===== src/hdl/event_select_pkg.sv =====
package event_select_pkg;

  // Event numbers
  localparam logic [7:0] EVT_CONFLICTS = 8'h24;
  localparam logic [7:0] EVT_CONFLICT_CYCLES = 8'h25;
  localparam logic [7:0] EVT_BYPASS = 8'h26;
  localparam logic [7:0] EVT_ISOC_FULL = 8'h28;
  localparam logic [7:0] EVT_BUSY = 8'h29;
  localparam logic [7:0] EVT_NORMAL_OCC = 8'h2a;
  localparam logic [7:0] EVT_ISOC_OCC = 8'h2b;
  localparam logic [7:0] EVT_NORMAL_READS = 8'h2c;

  // Unit masks
  localparam logic [7:0] UM_01 = 8'h01;
  localparam logic [7:0] UM_02 = 8'h02;
  localparam logic [7:0] UM_04 = 8'h04;
  localparam logic [7:0] UM_07 = 8'h07;
  localparam logic [7:0] UM_08 = 8'h08;
  localparam logic [7:0] UM_10 = 8'h10;
  localparam logic [7:0] UM_20 = 8'h20;

  // Tracker indices in the per-tracker vectors
  localparam int TRK_HUB = 0;
  localparam int TRK_REMOTE = 1;
  localparam int TRK_LOCAL = 2;

  // Largest conflict set a tracker can hold
  localparam logic [1:0] MAX_CONFLICTS = 2'h3;
  localparam logic [1:0] MIN_CONFLICT = 2'h2;

  localparam logic [31:0] COUNT_RESET = 32'h0;

  typedef struct packed {
    logic [7:0] eventNum;
    logic [7:0] unitMask;
  } event_sel_t;

  // Conflict-table deallocation report
  typedef struct packed {
    logic dealloc;
    logic [1:0] conflicts;
  } conflict_dealloc_t;

  // Home-logic bypass request to the memory controller
  typedef struct packed {
    logic valid;
    logic isLocal;
    logic isRead;
  } bypass_req_t;

endpackage


===== src/hdl/uncore_conflict_memq_event_select.sv =====
// What this block does
// - 24H counts entries with two or three conflicts
// - Conflict entry counted only on deallocation
// - 25H counts cycles tracker holds conflicting pair
// - At most three requests conflict per address
// - 26H counts requests bypassing the home logic
// - Locals bypass freely; remote only reads bypass
// - 28H counts isochronous high-priority queue full cycles
// - 29H read-outstanding cycles per channel
// - 29H write-outstanding cycles per channel
// - 2AH normal read occupancy per channel
// - 2AH mask 07H sums normal occupancy
// - 2BH isochronous read occupancy per channel, all
// - 2CH mask 01H counts channel 0 normal reads
// - Cycle events advance once per active cycle
`timescale 1ns/1ps
`default_nettype none

module uncore_conflict_memq_event_select #(
  parameter int OCC_W = 6,
  parameter int COUNT_W = 32
) (
  // Clock and reset
  input wire logic ref_clk,
  input wire logic reset,
  // Event selection
  input wire event_select_pkg::event_sel_t sel,
  // Home logic
  input wire event_select_pkg::conflict_dealloc_t conflictDealloc,
  input wire logic [2:0] trackerConflicts [3],
  input wire event_select_pkg::bypass_req_t bypassReq,
  // Memory controller, per channel except the channel 0 normal read issue
  input wire logic [2:0] isocReadFull,
  input wire logic [2:0] isocWriteFull,
  input wire logic [2:0] readOutstanding,
  input wire logic [2:0] writeOutstanding,
  input wire logic [OCC_W-1:0] normalReadOcc [3],
  input wire logic [OCC_W-1:0] isocReadOcc [3],
  input wire logic normalReadIssueCh0,
  // Result
  output logic [COUNT_W-1:0] eventCount,
  output logic selValid,
  output logic conflictLimitError
);
  import event_select_pkg::*;

  // Refuse widths the adder cannot serve
  if (OCC_W < 1 || OCC_W > 16 || COUNT_W < OCC_W + 2 || COUNT_W > 64)
  begin : gen_bad_width
    $error("Unsupported width parameters");
  end

  logic [OCC_W+1:0] increment;
  logic known;
  logic [COUNT_W-1:0] next_eventCount;
  logic next_selValid;
  logic next_conflictLimitError;
  logic [OCC_W+1:0] occSum;

  always_comb
  begin
    increment = '0;
    known = 1'b0;
    occSum = '0;
    unique case (sel.eventNum)
      EVT_CONFLICTS:
      begin
        if (sel.unitMask == UM_02)
        begin
          known = 1'b1;
          increment = (OCC_W+2)'(conflictDealloc.dealloc
                                 && conflictDealloc.conflicts == MIN_CONFLICT);
        end
        else if (sel.unitMask == UM_04)
        begin
          known = 1'b1;
          increment = (OCC_W+2)'(conflictDealloc.dealloc
                                 && conflictDealloc.conflicts == MAX_CONFLICTS);
        end
      end
      EVT_CONFLICT_CYCLES:
      begin
        if (sel.unitMask == UM_01)
        begin
          known = 1'b1;
          increment = (OCC_W+2)'(trackerConflicts[TRK_HUB] >= 3'(MIN_CONFLICT));
        end
        else if (sel.unitMask == UM_02)
        begin
          known = 1'b1;
          increment = (OCC_W+2)'(trackerConflicts[TRK_REMOTE] >= 3'(MIN_CONFLICT));
        end
        else if (sel.unitMask == UM_04)
        begin
          known = 1'b1;
          increment = (OCC_W+2)'(trackerConflicts[TRK_LOCAL] >= 3'(MIN_CONFLICT));
        end
      end
      EVT_BYPASS:
      begin
        // Remote writes never count as bypass
        if (sel.unitMask == UM_01)
        begin
          known = 1'b1;
          increment = (OCC_W+2)'(bypassReq.valid
                                 && (bypassReq.isLocal || bypassReq.isRead));
        end
      end
      EVT_ISOC_FULL:
      begin
        for (int c = 0; c < 3; c++)
        begin
          if (sel.unitMask == (UM_01 << c))
          begin
            known = 1'b1;
            increment = (OCC_W+2)'(isocReadFull[c]);
          end
          if (sel.unitMask == (UM_08 << c))
          begin
            known = 1'b1;
            increment = (OCC_W+2)'(isocWriteFull[c]);
          end
        end
      end
      EVT_BUSY:
      begin
        for (int c = 0; c < 3; c++)
        begin
          if (sel.unitMask == (UM_01 << c))
          begin
            known = 1'b1;
            increment = (OCC_W+2)'(readOutstanding[c]);
          end
          if (sel.unitMask == (UM_08 << c))
          begin
            known = 1'b1;
            increment = (OCC_W+2)'(writeOutstanding[c]);
          end
        end
      end
      EVT_NORMAL_OCC, EVT_ISOC_OCC:
      begin
        for (int c = 0; c < 3; c++)
        begin
          if (sel.unitMask[c])
          begin
            occSum = occSum + (OCC_W+2)'(sel.eventNum == EVT_NORMAL_OCC
                                         ? normalReadOcc[c] : isocReadOcc[c]);
          end
          if (sel.unitMask == (UM_01 << c))
          begin
            known = 1'b1;
          end
        end
        if (sel.unitMask == UM_07)
        begin
          known = 1'b1;
        end
        increment = known ? occSum : '0;
      end
      EVT_NORMAL_READS:
      begin
        if (sel.unitMask == UM_01)
        begin
          known = 1'b1;
          increment = (OCC_W+2)'(normalReadIssueCh0);
        end
      end
      default:
      begin
        known = 1'b0;
      end
    endcase
  end

  always_comb
  begin
    next_selValid = known;
    next_eventCount = eventCount + COUNT_W'(increment);
    // Flag a conflict set beyond three
    next_conflictLimitError = conflictLimitError
      || (trackerConflicts[TRK_HUB] > 3'(MAX_CONFLICTS))
      || (trackerConflicts[TRK_REMOTE] > 3'(MAX_CONFLICTS))
      || (trackerConflicts[TRK_LOCAL] > 3'(MAX_CONFLICTS));
    if (reset)
    begin
      next_eventCount = COUNT_W'(COUNT_RESET);
      next_selValid = 1'b0;
      next_conflictLimitError = 1'b0;
    end
  end

  always_ff @(posedge ref_clk)
  begin
    eventCount <= next_eventCount;
    selValid <= next_selValid;
    conflictLimitError <= next_conflictLimitError;
  end

  // Assertions
  conflict_dealloc_a: assert property (@(posedge ref_clk) disable iff (reset)
    (sel.eventNum == EVT_CONFLICTS && !conflictDealloc.dealloc)
    |=> eventCount == $past(eventCount))
    else $error("Conflict count moved without deallocation");

  conflict_two_a: assert property (@(posedge ref_clk) disable iff (reset)
    (sel.eventNum == EVT_CONFLICTS && sel.unitMask == UM_02 && conflictDealloc.dealloc
     && conflictDealloc.conflicts == MIN_CONFLICT)
    |=> eventCount == $past(eventCount) + COUNT_W'(1))
    else $error("Two-way conflict not counted");

  hub_cycles_a: assert property (@(posedge ref_clk) disable iff (reset)
    (sel.eventNum == EVT_CONFLICT_CYCLES && sel.unitMask == UM_01)
    |=> eventCount == $past(eventCount)
        + COUNT_W'($past(trackerConflicts[TRK_HUB]) >= 3'h2))
    else $error("Hub conflict cycle count wrong");

  bypass_remote_a: assert property (@(posedge ref_clk) disable iff (reset)
    (sel.eventNum == EVT_BYPASS && !bypassReq.isLocal && !bypassReq.isRead)
    |=> eventCount == $past(eventCount))
    else $error("Remote write counted as bypass");

  isoc_full_a: assert property (@(posedge ref_clk) disable iff (reset)
    (sel.eventNum == EVT_ISOC_FULL && sel.unitMask == UM_10 && isocWriteFull[1])
    |=> eventCount == $past(eventCount) + COUNT_W'(1))
    else $error("Isochronous write full cycle missed");

  busy_read_a: assert property (@(posedge ref_clk) disable iff (reset)
    (sel.eventNum == EVT_BUSY && sel.unitMask == UM_04)
    |=> eventCount == $past(eventCount) + COUNT_W'($past(readOutstanding[2])))
    else $error("Read busy cycle count wrong");

  occ_all_a: assert property (@(posedge ref_clk) disable iff (reset)
    (sel.eventNum == EVT_NORMAL_OCC && sel.unitMask == UM_07)
    |=> eventCount == $past(eventCount) + COUNT_W'($past(normalReadOcc[0]))
        + COUNT_W'($past(normalReadOcc[1])) + COUNT_W'($past(normalReadOcc[2])))
    else $error("Summed normal occupancy wrong");

  isoc_occ_a: assert property (@(posedge ref_clk) disable iff (reset)
    (sel.eventNum == EVT_ISOC_OCC && sel.unitMask == UM_02)
    |=> eventCount == $past(eventCount) + COUNT_W'($past(isocReadOcc[1])))
    else $error("Isochronous channel 1 occupancy wrong");

  normal_reads_a: assert property (@(posedge ref_clk) disable iff (reset)
    (sel.eventNum == EVT_NORMAL_READS && sel.unitMask == UM_01)
    |=> eventCount == $past(eventCount) + COUNT_W'($past(normalReadIssueCh0)))
    else $error("Channel 0 normal read count wrong");

endmodule

`default_nettype wire

===== config.mk =====
export PLATFORM = sky130hd
export DESIGN_NAME = uncore_conflict_memq_event_select
export DESIGN_NICKNAME = d
export VERILOG_FILES = /design/src/hdl/event_select_pkg.sv /design/src/hdl/uncore_conflict_memq_event_select.sv
export SDC_FILE = /design/constraint.sdc
export NUM_CORES = 1
export LEC_CHECK = 0
export ABC_AREA = 1
export BUFFER_PORTS_ARGS = -buffer_cell sky130_fd_sc_hd__buf_2
export CORE_MARGIN = 4
export CORE_UTILIZATION = 52
export DETAILED_ROUTE_END_ITERATION = 8
export PLACE_DENSITY = 0.81
export SYNTH_ARGS = -nofsm -noshare
export SYNTH_HDL_FRONTEND = slang
export SYNTH_SLANG_ARGS = --single-unit

===== constraint.sdc =====
create_clock -name ref_clk -period 5.6 [get_ports ref_clk]
set_input_delay 0.28 -clock ref_clk [delete_from_list [all_inputs] [get_ports ref_clk]]
set_output_delay 0.28 -clock ref_clk [all_outputs]
set_load 0.005 [all_outputs]

Word-level counts from Yosys, hierarchy flattened:

Index checks and enable logic that the tools add are counted.

* logic and storage cells: 82
* register bits after elaboration: 34
* input bits: 82
* output and inout port bits: 34

* multiplexer cells: 43
* equality and inequality tests: 17
* magnitude comparators: 6
* add/sub/neg operators: 3
* reductions and logical operators: 10

Operators with widths (number)
* 8-bit two-way mux: 15
* 8-bit by 6-bit == test with 1-bit output, second input constant: 9
* 8-bit case mux with 7 select lines: 1
* 32-bit by 8-bit adder with 32-bit output: 1
* 6-bit two-way mux: 4
* 1-bit two-way mux: 22
* 8-bit by 6-bit adder with 8-bit output: 2
* 8-bit by 3-bit == test with 1-bit output, second input constant: 2
* 3-bit by 2-bit greater-or-equal comparator with 1-bit output, second input constant: 3
* 3-bit by 2-bit > comparator with 1-bit output, second input constant: 3
* 8-bit by 1-bit == test with 1-bit output, second input constant: 1
* 8-bit by 2-bit == test with 1-bit output, second input constant: 1
* 8-bit by 4-bit == test with 1-bit output, second input constant: 1
* 8-bit by 5-bit == test with 1-bit output, second input constant: 1
* 2-bit OR reduction: 3
* 1-bit case mux with 5 select lines: 1
* 2-bit == test, second input constant: 2
* 1-bit logical OR: 4
* 1-bit logical AND: 3

Depth between registers and ports, before layout:

Gate-level depths: netlist of run 1.

* depth in word-level cells: 12
* gate-level depth with buffers: 36
* depth with buffers taken out: 35

Worst setup path after synthesis of run 1:

OpenSTA, ideal clock, no wires.

* kind: input-to-reg
* start point: input port sel[12] (netlist name)
* end point: register eventCount[30]
* setup slack: 1.261 ns
* library setup time: 0.132 ns
* stages on the path: 33
* buffers on the path: 2
* data required time: 5.468 ns
* arrival: 4.207 ns
* cells stage by stage: inv_1 nand2_1 nor2_4 nand2_2 buf_6 clkbuf_1 nand2_1 nand2_1 ha_1 fa_1 nand3_1 nand2_1 or2_2 nand3_1 nand2_1 ha_1 nand2_1 inv_1 nand4_1 nand3_1 xnor2_1 nand2_1 nand3_1 nor2_1 ha_1 nand2_1 or2_2 nand3_1 nand2_1 nand2_1 nand2_1 nand2_1 a21oi_1

* longest elaborated chain between the ends: 12
* elaborated cells between the ends (all ways): 22
* classes of those cells: add/sub (3); eq/ne (8); mux (10); reduce/logical (1)

Ends and longest elaborated chain
* start: declaration: RTL line uncore_conflict_memq_event_select.sv:27 `input wire event_select_pkg::event_sel_t sel,`
* 8-bit by 6-bit == test with 1-bit output: RTL line uncore_conflict_memq_event_select.sv:65, uncore_conflict_memq_event_select.sv:147
* 6-bit two-way mux: RTL line uncore_conflict_memq_event_select.sv:148 `? normalReadOcc[c] : isocReadOcc[c]);`
* 6-bit two-way mux: RTL line uncore_conflict_memq_event_select.sv:145 `if (sel.unitMask[c])`
* 8-bit two-way mux: RTL line uncore_conflict_memq_event_select.sv:65 `unique case (sel.eventNum)`
* 8-bit by 6-bit adder with 8-bit output: RTL line uncore_conflict_memq_event_select.sv:147 `occSum = occSum + (OCC_W+2)'(sel.eventNum == EVT_NORMAL_OCC`
* 8-bit two-way mux: RTL line uncore_conflict_memq_event_select.sv:145
* 8-bit two-way mux: RTL line uncore_conflict_memq_event_select.sv:65
* 8-bit by 6-bit adder with 8-bit output: RTL line uncore_conflict_memq_event_select.sv:147
* 8-bit two-way mux: RTL line uncore_conflict_memq_event_select.sv:145
* 8-bit two-way mux: RTL line uncore_conflict_memq_event_select.sv:159 `increment = known ? occSum : '0;`
* 8-bit case mux with 7 select lines *: RTL line uncore_conflict_memq_event_select.sv:65
* 32-bit by 8-bit adder with 32-bit output *: RTL line uncore_conflict_memq_event_select.sv:179 `next_eventCount = eventCount + COUNT_W'(increment);`
* end signal: assignment: RTL line uncore_conflict_memq_event_select.sv:195 `eventCount <= next_eventCount;`
* end: declaration: RTL line uncore_conflict_memq_event_select.sv:41 `output logic [COUNT_W-1:0] eventCount,`

Every way passes the cells marked *; elsewhere a longest branch is shown, timed or not. The select of a mux whose other input is x is not followed.
A chain may end at the register's enable or synchronous reset.

Worst setup path in the final report of run 1:

* start point: input port sel[10] (netlist name)
* end point: register eventCount[18]

The elaborated chain is that of the path after synthesis.

==> results.md, run 1 <==
- The flow ran to the end, and the final reports show no timing, DRC or antenna violations.
- In this run the most critical hold path is launched from trackerConflicts[2].
- The floorplan step set the die height to 91.4 µm.
- Buffers inserted during clock tree synthesis total 5.
- Counting every instance in the synthesized netlist gives slightly above 600.
- The kind of critical path is primary input to register.
- The global-route usage over all layers is 23.3%.
- Cells with a size suffix above 1 make up roughly 23% of the layout.
- The arrival time of the worst setup path is slightly below 5 ns.
- The net count of the finished layout is ~830.
- Ranked by total cell area, the synthesized netlist is headed by sky130_fd_sc_hd__nand2_1, sky130_fd_sc_hd__dfxtp_1, sky130_fd_sc_hd__inv_1.
- The leakage power total is 2.39 nW.
- The tree is rooted in a sky130_fd_sc_hd__clkbuf_8.
- The via density per instance is between 5 and 6.
- The endpoint with the worst hold slack is conflictLimitError.
- The overflow left after global routing is 0.
- The area of the core region is about 0.0068 mm².
- The count of final hold-check violations is 0.
- For this run, the leading register cell type out of synthesis is sky130_fd_sc_hd__dfxtp_1.
- After clock tree synthesis, the clock-pin slew on the worst setup and hold paths is about 0.07 ns.
- Along the worst path, the maximum fanout reaches 12.
- The largest single stage delay on the critical path is 0.43 ns.
- The final critical-path required period is between 4 and 5 ns.
- The final count of pins violating max slew is 0.
- The via count of the first global-routing pass is between 3,000 and 4,000.
- Power comes to slightly below 0.0006 W.
- The effective utilization at floorplan is 53.5%.
- The reg-to-reg critical path endpoint is eventCount[18].
- The CTS tree is built.
- Across all layers, the routed design uses around 4,200 vias.
- The first-pass GRT wire length is around 17,000 µm.
- Counting every net in the synthesized netlist gives roughly 720.
- The distinct cell type count after synthesis is 40.
- The number of buffers inserted by port buffering is approximately 110.
- In the finished design, the share of the clock period the worst path needs comes to about 82%.
- Dividing the detail-routed wire length by the instance count gives between 10 and 15 µm.
- The final worst clock skew is approximately 0.0068 ns.
- The summed negative setup slack over all endpoints is 0 ns.
- The total number of yosys warnings is 0.
- The detail route stage leaves a number of antenna-violating nets equal to 0.
- The H-tree was split into 2 levels.
- The site row count is 30.
- The total of hold buffers inserted after clock tree synthesis is 0.
- The worst register-to-register path has a depth of 12.
- The cell type with the highest occurrence count on the critical path is sky130_fd_sc_hd__nand2_1.
- The top cell type's share of synthesized area is about 20%.
- For this design, the sink count on the clock tree is 34.
- For the worst setup path, the data required time is roughly 5.8 ns.
- The worst setup path is captured at a register.
- The number of flops mapped to enable cells by yosys is 0.
- Headroom to the max-slew limit came out at roughly two thirds.
- The die covers about 0.0084 mm².
- The HPWL after detailed placement is between 7000 and 8000 µm.
- For this run, the top clock speed supported by timing is about 0.22 GHz.
- The final routed DRC violation total is 0.
- The pre-antenna-repair detailed-routing pass consisted of 4 iterations.
- The initial antenna violation count came to 0.
- The largest net degree at the start of global routing is 24.
- Setup repair after global routing left no endpoint under its margin.
- The number of top-level pins is approximately 120.
- Dividing total power by cell area gives a power density of roughly 130 mW/mm².
- In this run the critical register-to-register path is launched from eventCount[0].
- Wires add up to about 10000 µm.
- From left edge to right edge, the die measures slightly above 90 µm.
- The synthesized area per cell is roughly 5.9 µm².
- The most common cell in the synthesized netlist is sky130_fd_sc_hd__nand2_1.
- The worst hold slack is ~0.23 ns.
- The violation count after the first detailed-routing iteration is 136.
- In the synthesized netlist the async set-or-reset flop fraction comes to 0%.
- Ranked by instance count, the synthesized netlist is headed by sky130_fd_sc_hd__nand2_1, sky130_fd_sc_hd__inv_1, sky130_fd_sc_hd__nor2_1, sky130_fd_sc_hd__a21oi_1, sky130_fd_sc_hd__nand3_1.
- The post-synthesis cell type with the largest combined area is sky130_fd_sc_hd__nand2_1.
- The setup violation total in the final timing report is 0.
- The count of max-cap constraint violations is 0.
- The nature of the critical path startpoint is a primary input.
- The worst hold path was traced through 3 stages.
- The register bit count reported by yosys is 34.
- For this design, the slowest cell found on the critical path is sky130_fd_sc_hd__fa_1.
- Buffers added to address setup during post-CTS repair amount to 0.
- The global placement routability congestion is between 0.9 and 1.
- The insertion delay of the later-clocked pin in the worst-skew pair is roughly 0.29 ns.
- The min-delay analysis places its worst path in the category primary input to register.
- Gates resized during post-CTS repair numbered 0.
- The maximum vdd drop is 0.132 mV.
- The synthesized area is approximately 0.0036 mm².
- The flop-to-flop setup slack is between 3 and 4 ns.
- The actual transition at the worst max-transition pin is roughly 0.51 ns.
- In this run the deepest clock path goes through 2 buffers.
- The sequential area share after synthesis is about a fifth.
- 0 antenna diodes ended up in the layout.
- The relative area change from synthesis to final layout is 18.9%.
-- final cells by class --
type	instances	area, µm²
flip-flops and latches	34	681
inverters	88	344
fillers	681	2460
repair buffers	113	568
clock inverters	1	5.00
multi-input cells	485	2510
clock buffers	7	86.3
well taps	80	100
-- per-stage QoR --
stage	worst slack, ns	utilization, %	instances	area (µm²)
2_1_floorplan	1.26	-	617	3620
3_3_place_gp	0.804	62.3	800	4210
3_5_place_dp	0.724	62.3	800	4210
4_1_cts	0.980	63.6	808	4300
5_1_grt	0.535	63.6	808	4300
6_report	0.995	63.6	808	4300
-- registers in the layout (all words and copies together) (netlist names) --
| signal | flops |
|---|---|
| conflictLimitError | 1 |
| eventCount | 32 |
| selValid | 1 |
-- worst max-delay path: cells and delay by family --
family	cells	cell delay [ns]
fa+ha+maj	4	1.36
compound gates	4	0.58
buf+inv	5	0.44
simple gates	18	2.15
-- power breakdown --
| part | switching, W | leakage, nW | internal, W |
|---|---|---|---|
| Combinational | 0.0000814 | 2.07 | 0.0000616 |
| Sequential | 0.000000240 | 0.274 | 0.000242 |
| Clock | 0.0000920 | 0.0482 | 0.0000993 |
| Total | 0.000174 | 2.39 | 0.000403 |
-- worst max path at each step --
stage               startpoint              to  slack, ns  cells after the start
finish                 sel[10]  eventCount[18]        1.0                     31
global route           sel[12]  eventCount[18]       0.53                     32
CTS                    sel[10]  eventCount[20]       0.98                     30
detailed placement     sel[12]  eventCount[20]       0.72                     30
global placement       sel[12]  eventCount[18]       0.80                     32
floorplan              sel[12]  eventCount[30]       1.26                     33
-- cell usage in the layout, fill, tap and decap left out, types with 8 or more instances in the layout --
| cell type | count |
|---|---|
| sky130_fd_sc_hd__nand4_1 | 20 |
| sky130_fd_sc_hd__o21ai_1 | 8 |
| sky130_fd_sc_hd__o21ai_0 | 15 |
| sky130_fd_sc_hd__inv_2 | 10 |
| sky130_fd_sc_hd__nor2_1 | 63 |
| sky130_fd_sc_hd__ha_1 | 20 |
| sky130_fd_sc_hd__nand2_1 | 191 |
| sky130_fd_sc_hd__buf_2 | 112 |
| sky130_fd_sc_hd__inv_1 | 77 |
| sky130_fd_sc_hd__dfxtp_1 | 34 |
| sky130_fd_sc_hd__nor3_1 | 12 |
| sky130_fd_sc_hd__nand3_1 | 44 |
| sky130_fd_sc_hd__a21oi_1 | 45 |
-- routing by layer --
| layer | routed length, µm | vias to the layer above | share of wire, % | GRT usage, % |
|---|---|---|---|---|
| met5 | 0 | - | 0 | 0 |
| met4 | 167 | 0 | 1.7 | 7.04 |
| met3 | 626 | 16 | 6.4 | 3.40 |
| met2 | 4930 | 133 | 50 | 44.0 |
| met1 | 4120 | 1874 | 42 | 26.6 |
| li1 | - | 2216 | - | - |
-- logic make-up (layout without fill, tap and decap cells) --
logic type / count (synthesis) / count (layout) / synth area share, %
xor+xnor: 6 / 6 / 1.45
fa+ha+maj: 23 / 23 / 8.58
buf+inv: 98 / 209 / 11.6
simple gates: 373 / 373 / 46.9
compound gates: 83 / 83 / 12.6
flops: 34 / 34 / 18.8
Note: power is estimated with default switching activity, not from simulation.
==> inputs of run 2 (changes only) <==
==> constraint.sdc (replaced) <==
create_clock -name ref_clk -period 4.6 [get_ports ref_clk]
set_input_delay 0.23 -clock ref_clk [delete_from_list [all_inputs] [get_ports ref_clk]]
set_output_delay 0.23 -clock ref_clk [all_outputs]
set_load 0.005 [all_outputs]
==> run 2 against run 1 <==
Combinational power is 36% higher. Total power rose by 45%. Sequential cell count unchanged. Core utilization up 3.5 points. Non-clock buffer count rose by 16. Clock power rose by 83%. Via count grew 4.7%. First-iteration DRC count grew 0.74%. Worst hold slack got worse by 0.063 ns. Critical path depth is 4 higher. Register-to-register slack got worse by 0.95 ns. Sequential power increased by 22%.
==> results.md, run 2 (same netlist as run 1, synthesis figures left out) <==
- The run finished with clean final reports.
- The total number of clock tree sinks is 34.
- Setup slack on the critical path of the routed design comes to about 0.33 ns.
- The wire length per cell after detailed routing is about 13 µm.
- For this run, the detailed router's first-pass iteration total came to 5.
- The relative max-transition margin is 66.0%.
- The power share of the sequential group is a little over a third.
- Summed over all nets, the switching power comes to 0.000225 W.
- Leaving out fill and tap cells, the most frequent cell in the layout is sky130_fd_sc_hd__nand2_1.
- The number of H-tree branching levels is 2.
- The placement-stage worst setup slack is -0.0152 ns.
- The critical path contains buffers and inverters numbering 5 combined.
- For the worst-skew pair, the clock arrives at the later sink with an insertion delay of 0.29 ns.
- The library cells used most frequently in the layout, excluding fill and tap cells, are sky130_fd_sc_hd__nand2_1, sky130_fd_sc_hd__buf_2, sky130_fd_sc_hd__inv_1.
- In this run the worst hold path is classified as primary input to register.
- The total half-perimeter wirelength after legalization and detailed placement is 8460 µm.
- The leakage power total is roughly 2.5 nW.
- The number of antenna diodes is 0.
- Static timing analysis puts the maximum clock frequency at roughly 0.23 GHz.
- The site row count is 30.
- The initial antenna violation count was 0.
- TritonCTS built the clock tree.
- Once placement completed, the tool counted placed cells totaling 815.
- Grouping stages by cell kind, the critical path spends the most delay in simple AND/OR/NAND/NOR gates.
- The design internal power is around 0.00061 W.
- The final critical-path required period is 4.27 ns.
- The count of final hold-check violations is 0.
- For this configuration, the core starts out at a cell density of roughly 54%.
- The share of the cycle needed by the critical path after routing is just over 90%.
- Across the routed clock network, the largest skew measured is between 0.005 and 0.006 ns.
- Data on the critical path is required at its endpoint by ~4.8 ns.
- Of all nets on the critical path, the largest fanout is 7.
- STA classifies the critical path startpoint as a primary input.
- The net total in the final layout is 848.
- Max-cap violations in this run came to 0.
- Entering global routing, the biggest net connects 24 pins.
- The final routed DRC violation total is 0.
- In this run switching power makes up a little over a quarter of total power.
- The global placement routability congestion is between 0.9 and 1.
- The maximum vdd drop is 0.274 mV.
- The floorplan step set the die width to ~91 µm.
- The final count of pins violating max slew came to 0.
- The first-pass GRT wire length is roughly 17,000 µm.
- Among all stages on the critical path, the largest delay is contributed by sky130_fd_sc_hd__fa_1.
- For this run the aggregate overflow at the end of global routing stands at 0.
- The violation count after the first detailed-routing iteration is 137.
- More flip-flops sit in one register than any other, and that register is eventCount.
- The post-layout instance count excluding filler cells is about 820.
- The ratio of cells with drive above 1 in the final layout is between 20% and 30%.
- At the worst endpoint, the arrival time is around 4.5 ns.
- The clock passes through at most 2 buffers.
- For this run, the slowest stage of the critical path takes 0.41 ns.
- By instance count, the cell type seen most on the critical path is sky130_fd_sc_hd__nand2_1.
- The via density per instance is about 5.4.
- The total CTS buffers is 5.
- The detail route stage leaves a number of antenna-violating nets equal to 0.
- The actual transition at the worst max-transition pin is about 0.5 ns.
- The number of vias in the routed layout is 4,438.
- Input and output buffers added on the ports amount to approximately 110.
- After floorplanning, the core was sized to cover 0.00676 mm².
- The largest registers in the layout are eventCount: 32 flops, conflictLimitError: 1 flops, selValid: 1 flops.
- The via count of the first global-routing pass is between 4,000 and 5,000.
- The worst setup path is of the primary input to register kind.
- The overall die height is approximately 91 µm.
- The setup violation total in the final timing report is 0.
- The global-route usage over all layers is between 20% and 30%.
- The worst setup path is captured at a register.
- For this block, the routed nets add up to 10,500 µm of wire.
- Clock-pin slew was measured on the worst setup and hold paths at ~0.070 ns.
- Compared with the post-synthesis result, the final layout area differs by 25.4%.
- The fraction of power consumed by the clock network is 41.6%.
- roughly 120 I/O pins were placed.
- Combinational cells account for 23.2% of the total power.
- The die footprint is between 0.008 and 0.009 mm².
- Dividing total power by cell area gives a power density of approximately 180 mW/mm².
- The clock root buffer is sky130_fd_sc_hd__clkbuf_8.
- The number of flip-flops in the largest register is 32.
==> run 2: cell count changes in the layout (fill, tap and decap cells not counted), sizes merged <==
cell,delta
clkinv,-1
bufinv,+2
clkbuf,-1
buf,+16
==> run 2: repair_timing <==
item | 4_1_cts | 5_1_grt
resized for setup | 0 | 14
buffers inserted | 0 | 1
hold buffers | 0 | 0
setup endpoints to repair | 0 | 21
hold endpoints to repair | 0 | 0
==> run 2: layout make-up <==
| cell class | count | area (µm²) |
|---|---|---|
| clock buffer | 6 | 82.6 |
| clock inverter | 2 | 60.1 |
| inverter | 88 | 344 |
| sequential | 34 | 681 |
| multi-input combinational | 485 | 2580 |
| fill | 637 | 2220 |
| tap | 80 | 100 |
| timing repair buffer | 129 | 688 |
==> run 2: path summary, 6_finish.rpt <==
kind / end / startpoint / depth (start not counted) / slack, ns
worst max-delay path: eventCount[18] / sel[8] / 35 / 0.33
worst min-delay path: conflictLimitError / trackerConflicts[8] / 3 / 0.17
worst max register to register: eventCount[10] / eventCount[0] / 11 / 2.48
worst min register to register: eventCount[31] / eventCount[31] / 2 / 0.48
==> run 2: metrics by stage <==
step / hold WS (ns) / utilization, % / power, W / area, µm² / TNS [ns]
floorplan: 0.354 / - / 0.000418 / 3620 / 0
global placement: 0.455 / 63.9 / 0.000477 / 4320 / 0
detailed placement: 0.467 / 63.9 / 0.000485 / 4320 / -0.0152
CTS: 0.166 / 66.1 / 0.000833 / 4460 / 0
global route: 0.179 / 67.1 / 0.000880 / 4530 / -0.0530
finish: 0.167 / 67.1 / 0.000838 / 4530 / 0
==> run 2: tightest hold or removal path: cells and delay by family <==
kind                   cells  cell delay, ns
and+or+nand+nor            2            0.11
buffers and inverters      1            0.08
==> run 2: metal layers <==
metal,vias up,global-route usage [%],wire [µm]
met1,2017,27.3,4310
met3,23,3.48,645
li1,2251,-,-
met4,0,9.67,259
met5,-,0,0
met2,147,45.3,5320
==> run 2: power groups by stage <==
stage	Combinational (W)	Clock (W)	Sequential (W)
2_1_floorplan	0.000116	0	0.000302
3_3_place_gp	0.000175	0	0.000302
3_5_place_dp	0.000183	0	0.000302
4_1_cts	0.000184	0.000353	0.000295
5_1_grt	0.000216	0.000369	0.000295
6_report	0.000195	0.000349	0.000295
